<file path="config.mk">
export PLATFORM = sky130hd
export DESIGN_NAME = prf_profile_regs
export DESIGN_NICKNAME = d
export VERILOG_FILES = /design/src/pkg/prf_pkg.sv /design/src/pkg/prf_flag_if.sv /design/src/design/prf_unlock_flag.sv /design/src/design/prf_profile_regs.sv
export SDC_FILE = /design/constraint.sdc
export NUM_CORES = 1
export LEC_CHECK = 0
export BUFFER_PORTS_ARGS = -buffer_cell sky130_fd_sc_hd__buf_4
export CORE_MARGIN = 2
export CORE_UTILIZATION = 30
export DETAILED_ROUTE_END_ITERATION = 10
export GPL_TIMING_DRIVEN = 0
export SLEW_MARGIN = 20
export SYNTH_ARGS = -nofsm -noshare
export SYNTH_HDL_FRONTEND = slang
export SYNTH_SLANG_ARGS = --single-unit
</file>
<file path="constraint.sdc">
create_clock -name i_clk -period 1.1 [get_ports i_clk]
set_input_delay 0.22 -clock i_clk [delete_from_list [all_inputs] [get_ports i_clk]]
set_output_delay 0.22 -clock i_clk [all_outputs]
set_load 0.05 [all_outputs]
</file>
<file path="src/pkg/prf_pkg.sv">
// Package with the register map, field layouts and reset values of the profile register bank.
package prf_pkg;
    // ------------------------------------------------------------
    // Register addresses
    // ------------------------------------------------------------
    localparam logic [4:0] PRF_ADDR_CONTROL_FUNCTION_ONE = 5'h00;
    localparam logic [4:0] PRF_ADDR_PROFILE_SLOT_SIX = 5'h0c;
    localparam logic [4:0] PRF_ADDR_PROFILE_SLOT_SEVEN = 5'h0d;

    // ------------------------------------------------------------
    // Field layouts
    // ------------------------------------------------------------
    localparam int PRF_FTW_W = 48;
    localparam int PRF_POW_W = 14;
    localparam int PRF_FTW_LSB = 0;
    localparam int PRF_POW_LSB = 48;
    localparam int PRF_REG_W = 64;
    localparam int PRF_CFR_W = 32;
    localparam int PRF_UNLOCK_BIT = 24;
    localparam int PRF_NUM_SLOTS = 2;
    localparam logic [3:0] PRF_CFR_FULL_BE = 4'hf;

    // ------------------------------------------------------------
    // Reset values
    // ------------------------------------------------------------
    localparam logic [PRF_FTW_W-1:0] PRF_FTW_RST = 48'h0;
    localparam logic [PRF_POW_W-1:0] PRF_POW_RST = 14'h0;
    localparam logic [PRF_REG_W-1:0] PRF_RDATA_RST = 64'h0;
endpackage : prf_pkg

</file>
<file path="src/pkg/prf_flag_if.sv">
// Interface between the register bank and its unlock flag and shared pin logic.
`timescale 1ns/1ps
interface prf_flag_if;
    logic sync_mode;
    logic pfd_unlock;
    logic lock_pin;
    logic clr;
    logic flag;
    logic sync_in;
    logic lock_det;

    modport bank (
        output sync_mode,
        output pfd_unlock,
        output lock_pin,
        output clr,
        input flag,
        input sync_in,
        input lock_det
    );
    modport flagger (
        input sync_mode,
        input pfd_unlock,
        input lock_pin,
        input clr,
        output flag,
        output sync_in,
        output lock_det
    );
endinterface : prf_flag_if

</file>
<file path="src/design/prf_unlock_flag.sv">
// Sticky unlock flag and routing of the shared lock indicator pin.
`timescale 1ns/1ps
module prf_unlock_flag
    import prf_pkg::*;
(
    input wire logic i_clk,
    input wire logic i_arst_n,
    prf_flag_if.flagger fl
);
    logic flag_r;
    logic flag_nxt;
    logic sync_in_r;
    logic sync_in_nxt;
    logic lock_det_r;
    logic lock_det_nxt;

    // ------------------------------------------------------------
    // Next state
    // ------------------------------------------------------------
    always_comb begin
        flag_nxt = flag_r;
        if (fl.clr) begin
            flag_nxt = 1'b0;
        end
        if (fl.sync_mode && fl.pfd_unlock) begin
            flag_nxt = 1'b1;
        end
        sync_in_nxt = fl.sync_mode ? fl.lock_pin : 1'b0;
        lock_det_nxt = fl.sync_mode ? 1'b0 : fl.lock_pin;
    end

    always_ff @(posedge i_clk or negedge i_arst_n) begin
        if (!i_arst_n) begin
            flag_r <= 1'b0;
            sync_in_r <= 1'b0;
            lock_det_r <= 1'b0;
        end else begin
            flag_r <= flag_nxt;
            sync_in_r <= sync_in_nxt;
            lock_det_r <= lock_det_nxt;
        end
    end

    assign fl.flag = flag_r;
    assign fl.sync_in = sync_in_r;
    assign fl.lock_det = lock_det_r;
endmodule : prf_unlock_flag

</file>
<file path="src/design/prf_profile_regs.sv">
// Register bank for profile slots six and seven and the unlock flag of the first control register.
`timescale 1ns/1ps
module prf_profile_regs
    import prf_pkg::*;
(
    input wire logic i_clk,
    input wire logic i_arst_n,
    input wire logic i_wr_en,
    input wire logic i_rd_en,
    input wire logic [4:0] i_addr,
    input wire logic [7:0] i_wr_be,
    input wire logic [PRF_REG_W-1:0] i_wdata,
    input wire logic i_auto_sync,
    input wire logic i_hw_sync,
    input wire logic i_pfd_unlock,
    input wire logic i_lock_pin,
    output logic [PRF_REG_W-1:0] o_rdata,
    output logic o_rd_valid,
    output logic [PRF_FTW_W-1:0] o_freq_tuning_word_six,
    output logic [PRF_POW_W-1:0] o_phase_offset_word_six,
    output logic [PRF_FTW_W-1:0] o_freq_tuning_word_seven,
    output logic [PRF_POW_W-1:0] o_phase_offset_word_seven,
    output logic o_sync_in,
    output logic o_lock_det
);
    logic [PRF_FTW_W-1:0] ftw_r [PRF_NUM_SLOTS];
    logic [PRF_FTW_W-1:0] ftw_nxt [PRF_NUM_SLOTS];
    logic [PRF_POW_W-1:0] pow_r [PRF_NUM_SLOTS];
    logic [PRF_POW_W-1:0] pow_nxt [PRF_NUM_SLOTS];
    logic [PRF_REG_W-1:0] rdata_r;
    logic [PRF_REG_W-1:0] rdata_nxt;
    logic rd_valid_r;
    logic rd_valid_nxt;
    logic [PRF_REG_W-1:0] slot_word [PRF_NUM_SLOTS];
    logic [7:0] slot_we [PRF_NUM_SLOTS];
    logic [PRF_NUM_SLOTS-1:0] slot_sel;
    logic cfr_sel;
    logic cfr_rd;
    logic [PRF_REG_W-1:0] cfr_word;

    prf_flag_if fl ();

    prf_unlock_flag prf_unlock_flag_i (
        .i_clk(i_clk),
        .i_arst_n(i_arst_n),
        .fl(fl.flagger)
    );

    // ------------------------------------------------------------
    // Unlock flag and pin routing
    // ------------------------------------------------------------
    // either sync mode claims the pin
    assign fl.sync_mode = i_auto_sync | i_hw_sync;
    assign fl.pfd_unlock = i_pfd_unlock;
    assign fl.lock_pin = i_lock_pin;
    assign cfr_rd = i_rd_en && cfr_sel;
    assign fl.clr = cfr_rd;
    // flag in bit 24, rest zero
    always_comb begin
        cfr_word = PRF_RDATA_RST;
        cfr_word[PRF_UNLOCK_BIT] = fl.flag;
    end

    // ------------------------------------------------------------
    // Address decode
    // ------------------------------------------------------------
    // Control writes are decoded but hold no storage in this bank.
    // one select per register
    always_comb begin
        slot_sel = '0;
        cfr_sel = 1'b0;
        if (i_addr == PRF_ADDR_PROFILE_SLOT_SIX) begin
            slot_sel[0] = 1'b1;
        end else if (i_addr == PRF_ADDR_PROFILE_SLOT_SEVEN) begin
            slot_sel[1] = 1'b1;
        end else if (i_addr == PRF_ADDR_CONTROL_FUNCTION_ONE) begin
            cfr_sel = 1'b1;
        end
    end

    // ------------------------------------------------------------
    // Profile slot storage
    // ------------------------------------------------------------
    genvar s;
    generate
        for (s = 0; s < PRF_NUM_SLOTS; s++) begin : g_slot
            assign slot_we[s] = (i_wr_en && slot_sel[s]) ? i_wr_be : 8'h00;
            assign slot_word[s] = {2'b00, pow_r[s], ftw_r[s]};
            always_comb begin
                ftw_nxt[s] = ftw_r[s];
                pow_nxt[s] = pow_r[s];
                for (int b = 0; b < 6; b++) begin
                    if (slot_we[s][b]) begin
                        ftw_nxt[s][8*b +: 8] = i_wdata[PRF_FTW_LSB + 8*b +: 8];
                    end
                end
                if (slot_we[s][6]) begin
                    pow_nxt[s][7:0] = i_wdata[PRF_POW_LSB +: 8];
                end
                if (slot_we[s][7]) begin
                    pow_nxt[s][13:8] = i_wdata[PRF_POW_LSB + 8 +: 6];
                end
            end
            always_ff @(posedge i_clk or negedge i_arst_n) begin
                if (!i_arst_n) begin
                    ftw_r[s] <= PRF_FTW_RST;
                    pow_r[s] <= PRF_POW_RST;
                end else begin
                    ftw_r[s] <= ftw_nxt[s];
                    pow_r[s] <= pow_nxt[s];
                end
            end
        end
    endgenerate

    // ------------------------------------------------------------
    // Read path
    // ------------------------------------------------------------
    always_comb begin
        rdata_nxt = rdata_r;
        rd_valid_nxt = i_rd_en;
        if (i_rd_en) begin
            if (slot_sel[0]) begin
                rdata_nxt = slot_word[0];
            end else if (slot_sel[1]) begin
                rdata_nxt = slot_word[1];
            end else if (cfr_sel) begin
                rdata_nxt = cfr_word;
            end else begin
                rdata_nxt = PRF_RDATA_RST;
            end
        end
    end

    always_ff @(posedge i_clk or negedge i_arst_n) begin
        if (!i_arst_n) begin
            rdata_r <= PRF_RDATA_RST;
            rd_valid_r <= 1'b0;
        end else begin
            rdata_r <= rdata_nxt;
            rd_valid_r <= rd_valid_nxt;
        end
    end

    assign o_rdata = rdata_r;
    assign o_rd_valid = rd_valid_r;
    assign o_freq_tuning_word_six = ftw_r[0];
    assign o_phase_offset_word_six = pow_r[0];
    assign o_freq_tuning_word_seven = ftw_r[1];
    assign o_phase_offset_word_seven = pow_r[1];
    assign o_sync_in = fl.sync_in;
    assign o_lock_det = fl.lock_det;
endmodule : prf_profile_regs

</file>
Yosys cells after proc, flatten, opt, wreduce, memory -nomap -nowiden --
Index checks and enable logic that the tools add are counted.
Word-level totals: register bits after elaboration 192, bits in latches 0, memory bits (writable) 0, memory bits (read-only) 0, input port bits 85, output and inout bits 191, word-level logic and storage cells 45, memories kept 0
Operators by class: add/subtract/negate cells 0, multiply operators 0, divide/modulo/power cells 0, order comparisons 0, equality and inequality tests 2, shift operators 0, mux-type cells 15, bitwise logic cells 1, reduce and logical (&&, ||, !) cells 6
Operators by type and width (number):
- 2-to-1 mux 62 bit | 2
- 2-to-1 mux 25 bit | 1
- 2-to-1 mux 8 bit | 2
- equality test 5 x 4 -> 1 bit, second input constant | 2
- 2-to-1 mux 1 bit | 10
- logical NOT 5 bit | 1
- logical AND 1 bit | 4
- nonzero test 2 bit | 1
- OR 1 bit | 1

Longest topological paths before layout --
Gate-level depths: netlist of the first run.
word-level depth 7, depth in mapped cells 6, gate-level depth less buffers 3

Cells and area by module --
From an unflattened synthesis of the first run, not the netlist that was laid out.
Unflattened totals: cells, all modules 649, area total of the unflattened synthesis 7957.6 µm²
By module, submodules not included:
- prf_profile_regs | instances 1, cells each 641, area each 7853.8 µm²
- prf_unlock_flag | instances 1, cells each 8, area each 103.8 µm²

Least setup slack after synthesis of the first run --
No wires, ideal clock.
path kind input to register, start point in i_addr[4], end point reg ftw_r, in the netlist o_freq_tuning_word_six[16], library setup time 0.125 ns, arrival time 1.323 ns, path slack -0.348 ns, stages on the path 4, cell sequence nor4b_4 -> buf_6 -> nand3_4 -> mux2_2
Between the ends: word-level cells in the longest chain between the ends 4
Ends and longest elaborated chain:
- start, declared | line prf_profile_regs.sv:10 | input wire logic [4:0] i_addr,
- equality test 5 x 4 -> 1 bit | line prf_profile_regs.sv:72 | if (i_addr == PRF_ADDR_PROFILE_SLOT_SIX) begin
- 2-to-1 mux 1 bit | line prf_profile_regs.sv:72
- logical AND 1 bit | line prf_profile_regs.sv:87 | assign slot_we[s] = (i_wr_en && slot_sel[s]) ? i_wr_be : 8'h00;
- 2-to-1 mux 8 bit | line prf_profile_regs.sv:87
- end signal, assigned by index | line prf_profile_regs.sv:109 | ftw_r[s] <= ftw_nxt[s];
- end, declared | line prf_profile_regs.sv:26 | logic [PRF_FTW_W-1:0] ftw_r [PRF_NUM_SLOTS];
No other way between the ends. A chain may end at the register's enable or synchronous reset.

Worst setup path after layout of the first run --
start point reg ftw_r, in the netlist o_freq_tuning_word_six[26], end point out o_freq_tuning_word_six[26]
RTL lines:
- end, declared | line prf_profile_regs.sv:19 | output logic [PRF_FTW_W-1:0] o_freq_tuning_word_six,
No word-level cell between the ends.

==> flow_summary_export.csv, run 1 <==
group,metric,value,unit
drt,vias,7220,
synth,syn_area_per_cell,12.3,um^2
timing,min_period,1250,ps
drt,first_iter_violations,518,
synth,synth_top_area_share,60.3,%
synth,synth_flop_cell,"dfrtp_1",
global_route,gr-max-usage-layer,"met2",
clocking,clockBufferDepth,2,
global_route,grt_overflow,0,
final_layout,seq_area,4750,um^2
power,p_leak,0.00669,uW
placed_design,dpl.hpwl,18.1,mm
global_route,met2_usage,32.5,%
clocking,h-tree-depth,4,
worst_setup_path,max_stage_delay,430,ps
timing,slew-limit-headroom,64.3,%
clocking,clk_pin_slew,80,ps
synth,synth-seq-cells,190,
global_route,grt_usage,19.9,%
final_layout,multiInputGateArea,3190,um^2
synth,synth_edf_count,0,
worst_setup_path,crit_required,880,ps
min_path,hp-class,"in -> reg",
drt,detail-route-antenna-nets,0,
timing,finalHoldViolations,0,
timing,timing.final.crit_share,113,%
worst_setup_path,arrival,1030,ps
timing,finalSetupViolations,237,
timing,rsz0062_at_grt,"yes",
floorplan,io_pins,276,
floorplan,die_w,166,um
drt,wire_per_inst,19.0,um
worst_setup_path,critical_path.cell_chain,"buf_6",
global_route,grt_pass1_wl,43.0,mm
drt,first_pass_iters,7,
synth,yosysWarnings,0,
drt,wirelength,28.1,mm
final_layout,layoutNonFillerInstCount,1477,
global_route,antenna_found_initial,0,
flow_run,cap_viol_max_count,0,
placed_design,finalWeightedCongestion,0.768,
run_status,status,"finished with violations",
final_layout,diodes,0,
worst_setup_path,r2r-start,"o_freq_tuning_word_seven[13]$_DFFE_PN0P_",
worst_setup_path,crit_buf_inv,1,
worst_setup_path,r2r_cells,3,
drt,viasPerCell,4.89,
timing,clock_skew,8.13,ps
min_path,min-delay-start,"i_wdata[43]",
worst_setup_path,critPathSlowestCell,"dfrtp_1",
synth,yosysSeqAreaShare,60.3,%
global_route,met1_usage,26.4,%
timing,fmaxAchievable,801,MHz
synth,syn_area,7880,um^2
worst_setup_path,path_class,"reg -> out",
final_layout,fin_util,53.2,%
timing,final_max_slew_viol_count,0,
clocking,cts_made_buffers,17,
floorplan,initial_core_util,30.4,%
synth,synthTopCellsByCount,"190 x dfrtp_1, 130 x nand3_1, 124 x mux2_2",
final_layout,finalNetCount,1214,
global_route,grt_pass1_vias,7474,
clocking,cts_root_buf,"clkbuf_16",
global_route,grt_max_degree,95,
synth,yosysTopAreaCell,"dfrtp_1",
min_path,hold_path_depth,2,
synth,synth.distinct_cells,23,
final_layout,fill_cells,2253,
worst_setup_path,cp.depth,1,
run_status,violations,"setup timing",
final_layout,final_layout_size_suffix_gt1_share,60.4,%
power,irDropWorstVdd,1080,uV
clocking,cts.sinks,190,
synth,synth.area.top_cells,"dfrtp_1 60%, mux2_2 18%, nand3_1 8.3%, a31oi_1 4.9%, nor2_1 3.0%",
placed_design,port_buffers,271,
global_route,grt_util_met3,4.69,%
worst_setup_path,crit_fanout,3,
synth,synthArstFlopShare,100,%
timing,tightest_slew,535,ps
power,power_density,1600,nW/um^2
clocking,cts_tree,"yes",
placed_design,dpl.cell_count,1250,
floorplan,rows,59,
floorplan,die_h,166,um
timing,fin_ws,-148,ps
synth,yosysMostFrequentCell,"dfrtp_1",
drt,drc,0,
floorplan,dieArea,27600,um^2
floorplan,fp.coreArea,25900,um^2
final_layout,area_growth,75.0,%
synth,synthCells,641,
worst_setup_path,cp-start-kind,"flop",
worst_setup_path,cp-end-kind,"primary output",
worst_setup_path,timing.reg2reg.setup_slack,60,ps
clocking,clk_latency,430,ps
worst_setup_path,cpLargestDelayFamily,"flip-flops",
worst_setup_path,startpoint,"o_freq_tuning_word_six[26]$_DFFE_PN0P_",
power by group:
| group | leakage, uW | internal (uW) | total, uW | switching, uW |
|---|---|---|---|---|
| Combinational | 0.00396 | 3350 | 7730 | 4380 |
| Clock | 0.000261 | 3040 | 6000 | 2970 |
| Sequential | 0.00247 | 7750 | 8380 | 624 |
logic make-up (layout without fill, tap and decap cells):
group	after synthesis	count (layout)	synth area share, %
simple gates	210	210	13.5
flops	190	190	60.3
mux	124	124	17.7
compound gates	67	67	5.33
buf+inv	49	549	3.02
other cells	1	2	0.0476
path summary, 6_finish.rpt:
kind | endpoint
min reg2reg | prf_unlock_flag_i.fl.flag$_DFFE_PN0P_
max in group asynchronous | o_freq_tuning_word_six[33]$_DFFE_PN0P_
min | o_freq_tuning_word_six[43]$_DFFE_PN0P_
max reg2reg | o_freq_tuning_word_seven[13]$_DFFE_PN0P_
min in group asynchronous | o_freq_tuning_word_seven[7]$_DFFE_PN0P_
max | o_freq_tuning_word_six[26]
layout by cell type, fill, tap and decap left out, drive strengths merged, types with 3 or more instances in the layout:
| cell | netlist | layout |
|---|---|---|
| o21ai | 3 | 3 |
| buf | 24 | 483 |
| dlygate4sd3 | 0 | 5 |
| inv | 2 | 7 |
| clkbuf | 23 | 47 |
| clkinv | 0 | 3 |
| mux2 | 124 | 124 |
| clkinvlp | 0 | 4 |
| nor2 | 63 | 63 |
| a31oi | 62 | 62 |
| dfrtp | 190 | 190 |
| nand3 | 139 | 139 |
registers in the layout (all words and copies together) (netlist names), 14 cells and up:
name	count
o_rdata	62
o_freq_tuning_word_seven	48
o_freq_tuning_word_six	48
o_phase_offset_word_seven	14
o_phase_offset_word_six	14
what timing repair did:
| action | 4_1_cts | 5_1_grt |
|---|---|---|
| hold endpoints to repair | 193 | 0 |
| pin swaps | 7 | 27 |
| endpoints found under the setup margin | 330 | 323 |
| setup buffers | 142 | 44 |
| resized for setup | 241 | 40 |
| gates cloned | 3 | 3 |
| hold buffers | 5 | 0 |
final cells by class:
type                       instances  share of cell area, %
buffer                            47                   3.11
clock buffer                      20                   3.24
clock inverter                    12                  0.771
inverter                           2                 0.0544
multi-input combinational        403                   23.1
sequential                       190                   34.5
tap                              335                   3.04
timing repair buffer             468                   32.2
through the flow:
step	setup TNS, ps	total power (uW)	setup slack [ps]	area, um^2	hold slack [ps]
after detailed placement	-152530	14300	-1270	10600	16.9
final	-20020	22100	-148	13800	28.0
after global routing	-28680	22900	-186	13800	9.86
after global placement	-437680	14300	-1510	10600	348
after floorplan	-45470	12100	-326	8130	-75.6
after CTS	-23380	22000	-173	13300	6.48
layer usage:
layer  share of wire, %  vias up
met2                 49      243
met5                  0        -
met1                 42     3632
li1                   -     3309
met3                6.0       36
met4                2.2        0
(Power assumes the default switching activity.)
==> inputs of run 2 (changes only) <==
--- a/config.mk
+++ b/config.mk
@@ -13,4 +13,5 @@
 export SLEW_MARGIN = 20
 export SYNTH_ARGS = -nofsm -noshare
 export SYNTH_HDL_FRONTEND = slang
+export SYNTH_HIERARCHICAL = 1
 export SYNTH_SLANG_ARGS = --single-unit
==> run 2 against run 1 <==
Net effect: the run ends with hold timing, setup timing left; clock skew is 3.0 ps higher; register-to-register slack hardly changed; first-iteration DRC count is 13% lower; setup slack better by 13 ps; sequential power hardly changed; flip-flop and latch count stayed put; non-clock buffer count is 3 higher; power is 6.9% higher; clock power is 22% higher; global-route usage hardly changed; critical endpoint is now o_freq_tuning_word_six[11].
==> flow_summary_export.csv, run 2 <==
group,metric,value,unit
clocking,h-tree-depth,4,
drt,wirelength,29.1,mm
placed_design,dpl.cell_count,1257,
timing,tightest_slew,563,ps
worst_setup_path,critical_path.cell_chain,"buf_6",
final_layout,layoutNonFillerInstCount,1476,
worst_setup_path,timing.rr.end,"o_freq_tuning_word_six[31]$_DFFE_PN0P_",
synth,yosysWarnings,6,
placed_design,finalWeightedCongestion,0.778,
floorplan,initial_core_util,30.5,%
final_layout,largest_reg_flops,62,
run_status,violations,"hold timing, setup timing",
worst_setup_path,arrival,1010,ps
final_layout,diodes,0,
timing,clock_skew,11.2,ps
worst_setup_path,r2r-start,"o_freq_tuning_word_six[31]$_DFFE_PN0P_",
drt,vias,7298,
final_layout,final_cell_mix,"258 x buf_4, 205 x buf_6, 190 x dfrtp_1",
floorplan,io_pins,276,
timing,final_max_slew_viol_count,0,
power,power_density,1660,nW/um^2
drt,drc,0,
floorplan,die_h,167,um
min_path,hp-class,"in -> async",
worst_setup_path,cp-start-kind,"flop",
global_route,grt_usage,19.8,%
timing,slew-limit-headroom,62.5,%
floorplan,die_w,167,um
floorplan,dieArea,27800,um^2
floorplan,rows,59,
timing,timing.final.crit_share,112,%
synth,syn_area_per_cell,12.3,um^2
worst_setup_path,critPathSlowestCell,"dfrtp_1",
synth,yosysMostFrequentCell,"dfrtp_1",
power,p_leak,0.00680,uW
global_route,grt_overflow,0,
worst_setup_path,timing.reg2reg.setup_slack,50,ps
synth,synthArstFlopShare,100,%
clocking,cts_made_buffers,17,
flow_run,cap_viol_max_count,0,
placed_design,dpl.hpwl,18.1,mm
worst_setup_path,path_class,"reg -> out",
timing,finalHoldViolations,94,
worst_setup_path,worstSetupEndpoint,"o_freq_tuning_word_six[11]",
timing,fmaxAchievable,810,MHz
final_layout,final_layout_size_suffix_gt1_share,65.0,%
power,irDropWorstVdd,986,uV
worst_setup_path,startpoint,"o_freq_tuning_word_six[11]$_DFFE_PN0P_",
global_route,grt_pass1_vias,7442,
synth,synthCells,649,
synth,synth_edf_count,0,
drt,detail-route-antenna-nets,0,
worst_setup_path,cp.depth,1,
timing,min_period,1230,ps
global_route,grt_max_degree,97,
drt,viasPerCell,4.94,
worst_setup_path,cpLargestDelayFamily,"flip-flops",
final_layout,finalNetCount,1216,
worst_setup_path,cp-end-kind,"primary output",
drt,first_iter_violations,453,
worst_setup_path,r2r_cells,3,
timing,rsz0062_at_grt,"yes",
placed_design,port_buffers,270,
run_status,status,"finished with violations",
synth,synthTopCellsByCount,"190 x dfrtp_1, 123 x nand3_1, 122 x mux2_2",
drt,wire_per_inst,19.7,um
clocking,hold_buffers,1,
clocking,cts_root_buf,"clkbuf_16",
drt,first_pass_iters,4,
timing,fin_ws,-134,ps
worst_setup_path,crit_fanout,2,
worst_setup_path,max_stage_delay,420,ps
global_route,grt_pass1_wl,43.3,mm
synth,synth_flop_cell,"dfrtp_1",
clocking,cts_tree,"yes",
clocking,clk_pin_slew,70,ps
synth,yosysSeqAreaShare,59.7,%
floorplan,fp.coreArea,26100,um^2
clocking,cts.sinks,190,
synth,synth-seq-cells,190,
timing,finalSetupViolations,217,
clocking,clockBufferDepth,2,
timing,hold_ws,-442,ps
synth,syn_area,7960,um^2
worst_setup_path,crit_required,880,ps
synth,synth_top_area_share,59.7,%
synth,synth.area.top_cells,"dfrtp_1 60%, mux2_2 17%, nand3_1 7.7%, a31oi_1 4.9%, nor2_1 3.0%",
global_route,antenna_found_initial,0,
final_layout,layout_commonest_cell,"buf_4",
worst_setup_path,crit_buf_inv,1,
final_layout,area_growth,79.2,%
synth,yosysTopAreaCell,"dfrtp_1",
clocking,clk_latency,420,ps
synth,synth.distinct_cells,28,
[run 2: cell types whose count changed in the layout (fill, tap and decap cells not counted), sizes merged, moves of 4 or more]
cell	previous run	this run
dlygate4sd3	5	1
clkbuf	47	51
nand3	139	123
and4	0	8
bufinv	0	7
nand4	0	8
[run 2: cell families after synthesis]
logic type	after synthesis	share of synthesized area [%]
AND/OR/NAND/NOR	211	13.9
AO/OA/AOI/OAI	65	5.17
other	1	0.0471
multiplexers	124	17.5
buffers and inverters	58	3.60
flip-flops	190	59.7
[run 2: area by class of cell]
type / count / area [um^2]
fillers: 2197 / 11800
flip-flops and latches: 190 / 4750
repair buffers: 463 / 4430
multi-input cells: 402 / 3470
plain buffers: 55 / 499
clock buffers: 17 / 425
well taps: 335 / 419
clock inverters: 12 / 255
inverters: 2 / 7.51
[run 2: worst min-delay path by stage]
| stage | from | to | slack, ps | cells past startpoint |
|---|---|---|---|---|
| after floorplan | i_arst_n | o_freq_tuning_word_seven[0]$_DFFE_PN0P_ | -80 | 0 |
| after global placement | i_rd_en | o_rd_valid$_DFF_PN0_ | 350 | 1 |
| after detailed placement | i_arst_n | o_freq_tuning_word_seven[34]$_DFFE_PN0P_ | 2 | 1 |
| after CTS | i_arst_n | o_freq_tuning_word_seven[34]$_DFFE_PN0P_ | -460 | 1 |
| after global routing | i_arst_n | o_freq_tuning_word_seven[34]$_DFFE_PN0P_ | -460 | 1 |
| final | i_arst_n | o_freq_tuning_word_six[34]$_DFFE_PN0P_ | -440 | 1 |
[run 2: timing repair]
action | in CTS | in global routing
endpoints found under the setup margin | 376 | 299
resized for setup | 267 | 99
pin swaps | 10 | 114
setup buffers | 144 | 40
cloned | 0 | 6
endpoints found under the hold margin | 95 | 94
[run 2: power breakdown]
group	switching, uW	internal, uW	leakage, uW
Clock	2840	4500	0.000328
Sequential	643	7750	0.00247
Combinational	4490	3410	0.00400
[run 2: metrics by stage]
stage	power, uW	setup TNS [ps]	worst slack (ps)	instance area [um^2]	util, %
floorplan	12100	-40310	-267	8130	-
global placement	14300	-432540	-1520	10600	40.6
detailed placement	14400	-153260	-1280	10600	40.8
CTS	23300	-24700	-150	13400	51.3
global route	24400	-28660	-164	14300	54.7
finish	23600	-20110	-134	14300	54.7
[run 2: routing by layer]
layer  GRT usage [%]  wire, um
met4            6.18       468
met5               0         0
met2            32.3     14400
met1            26.4     12600
met3            4.42      1690
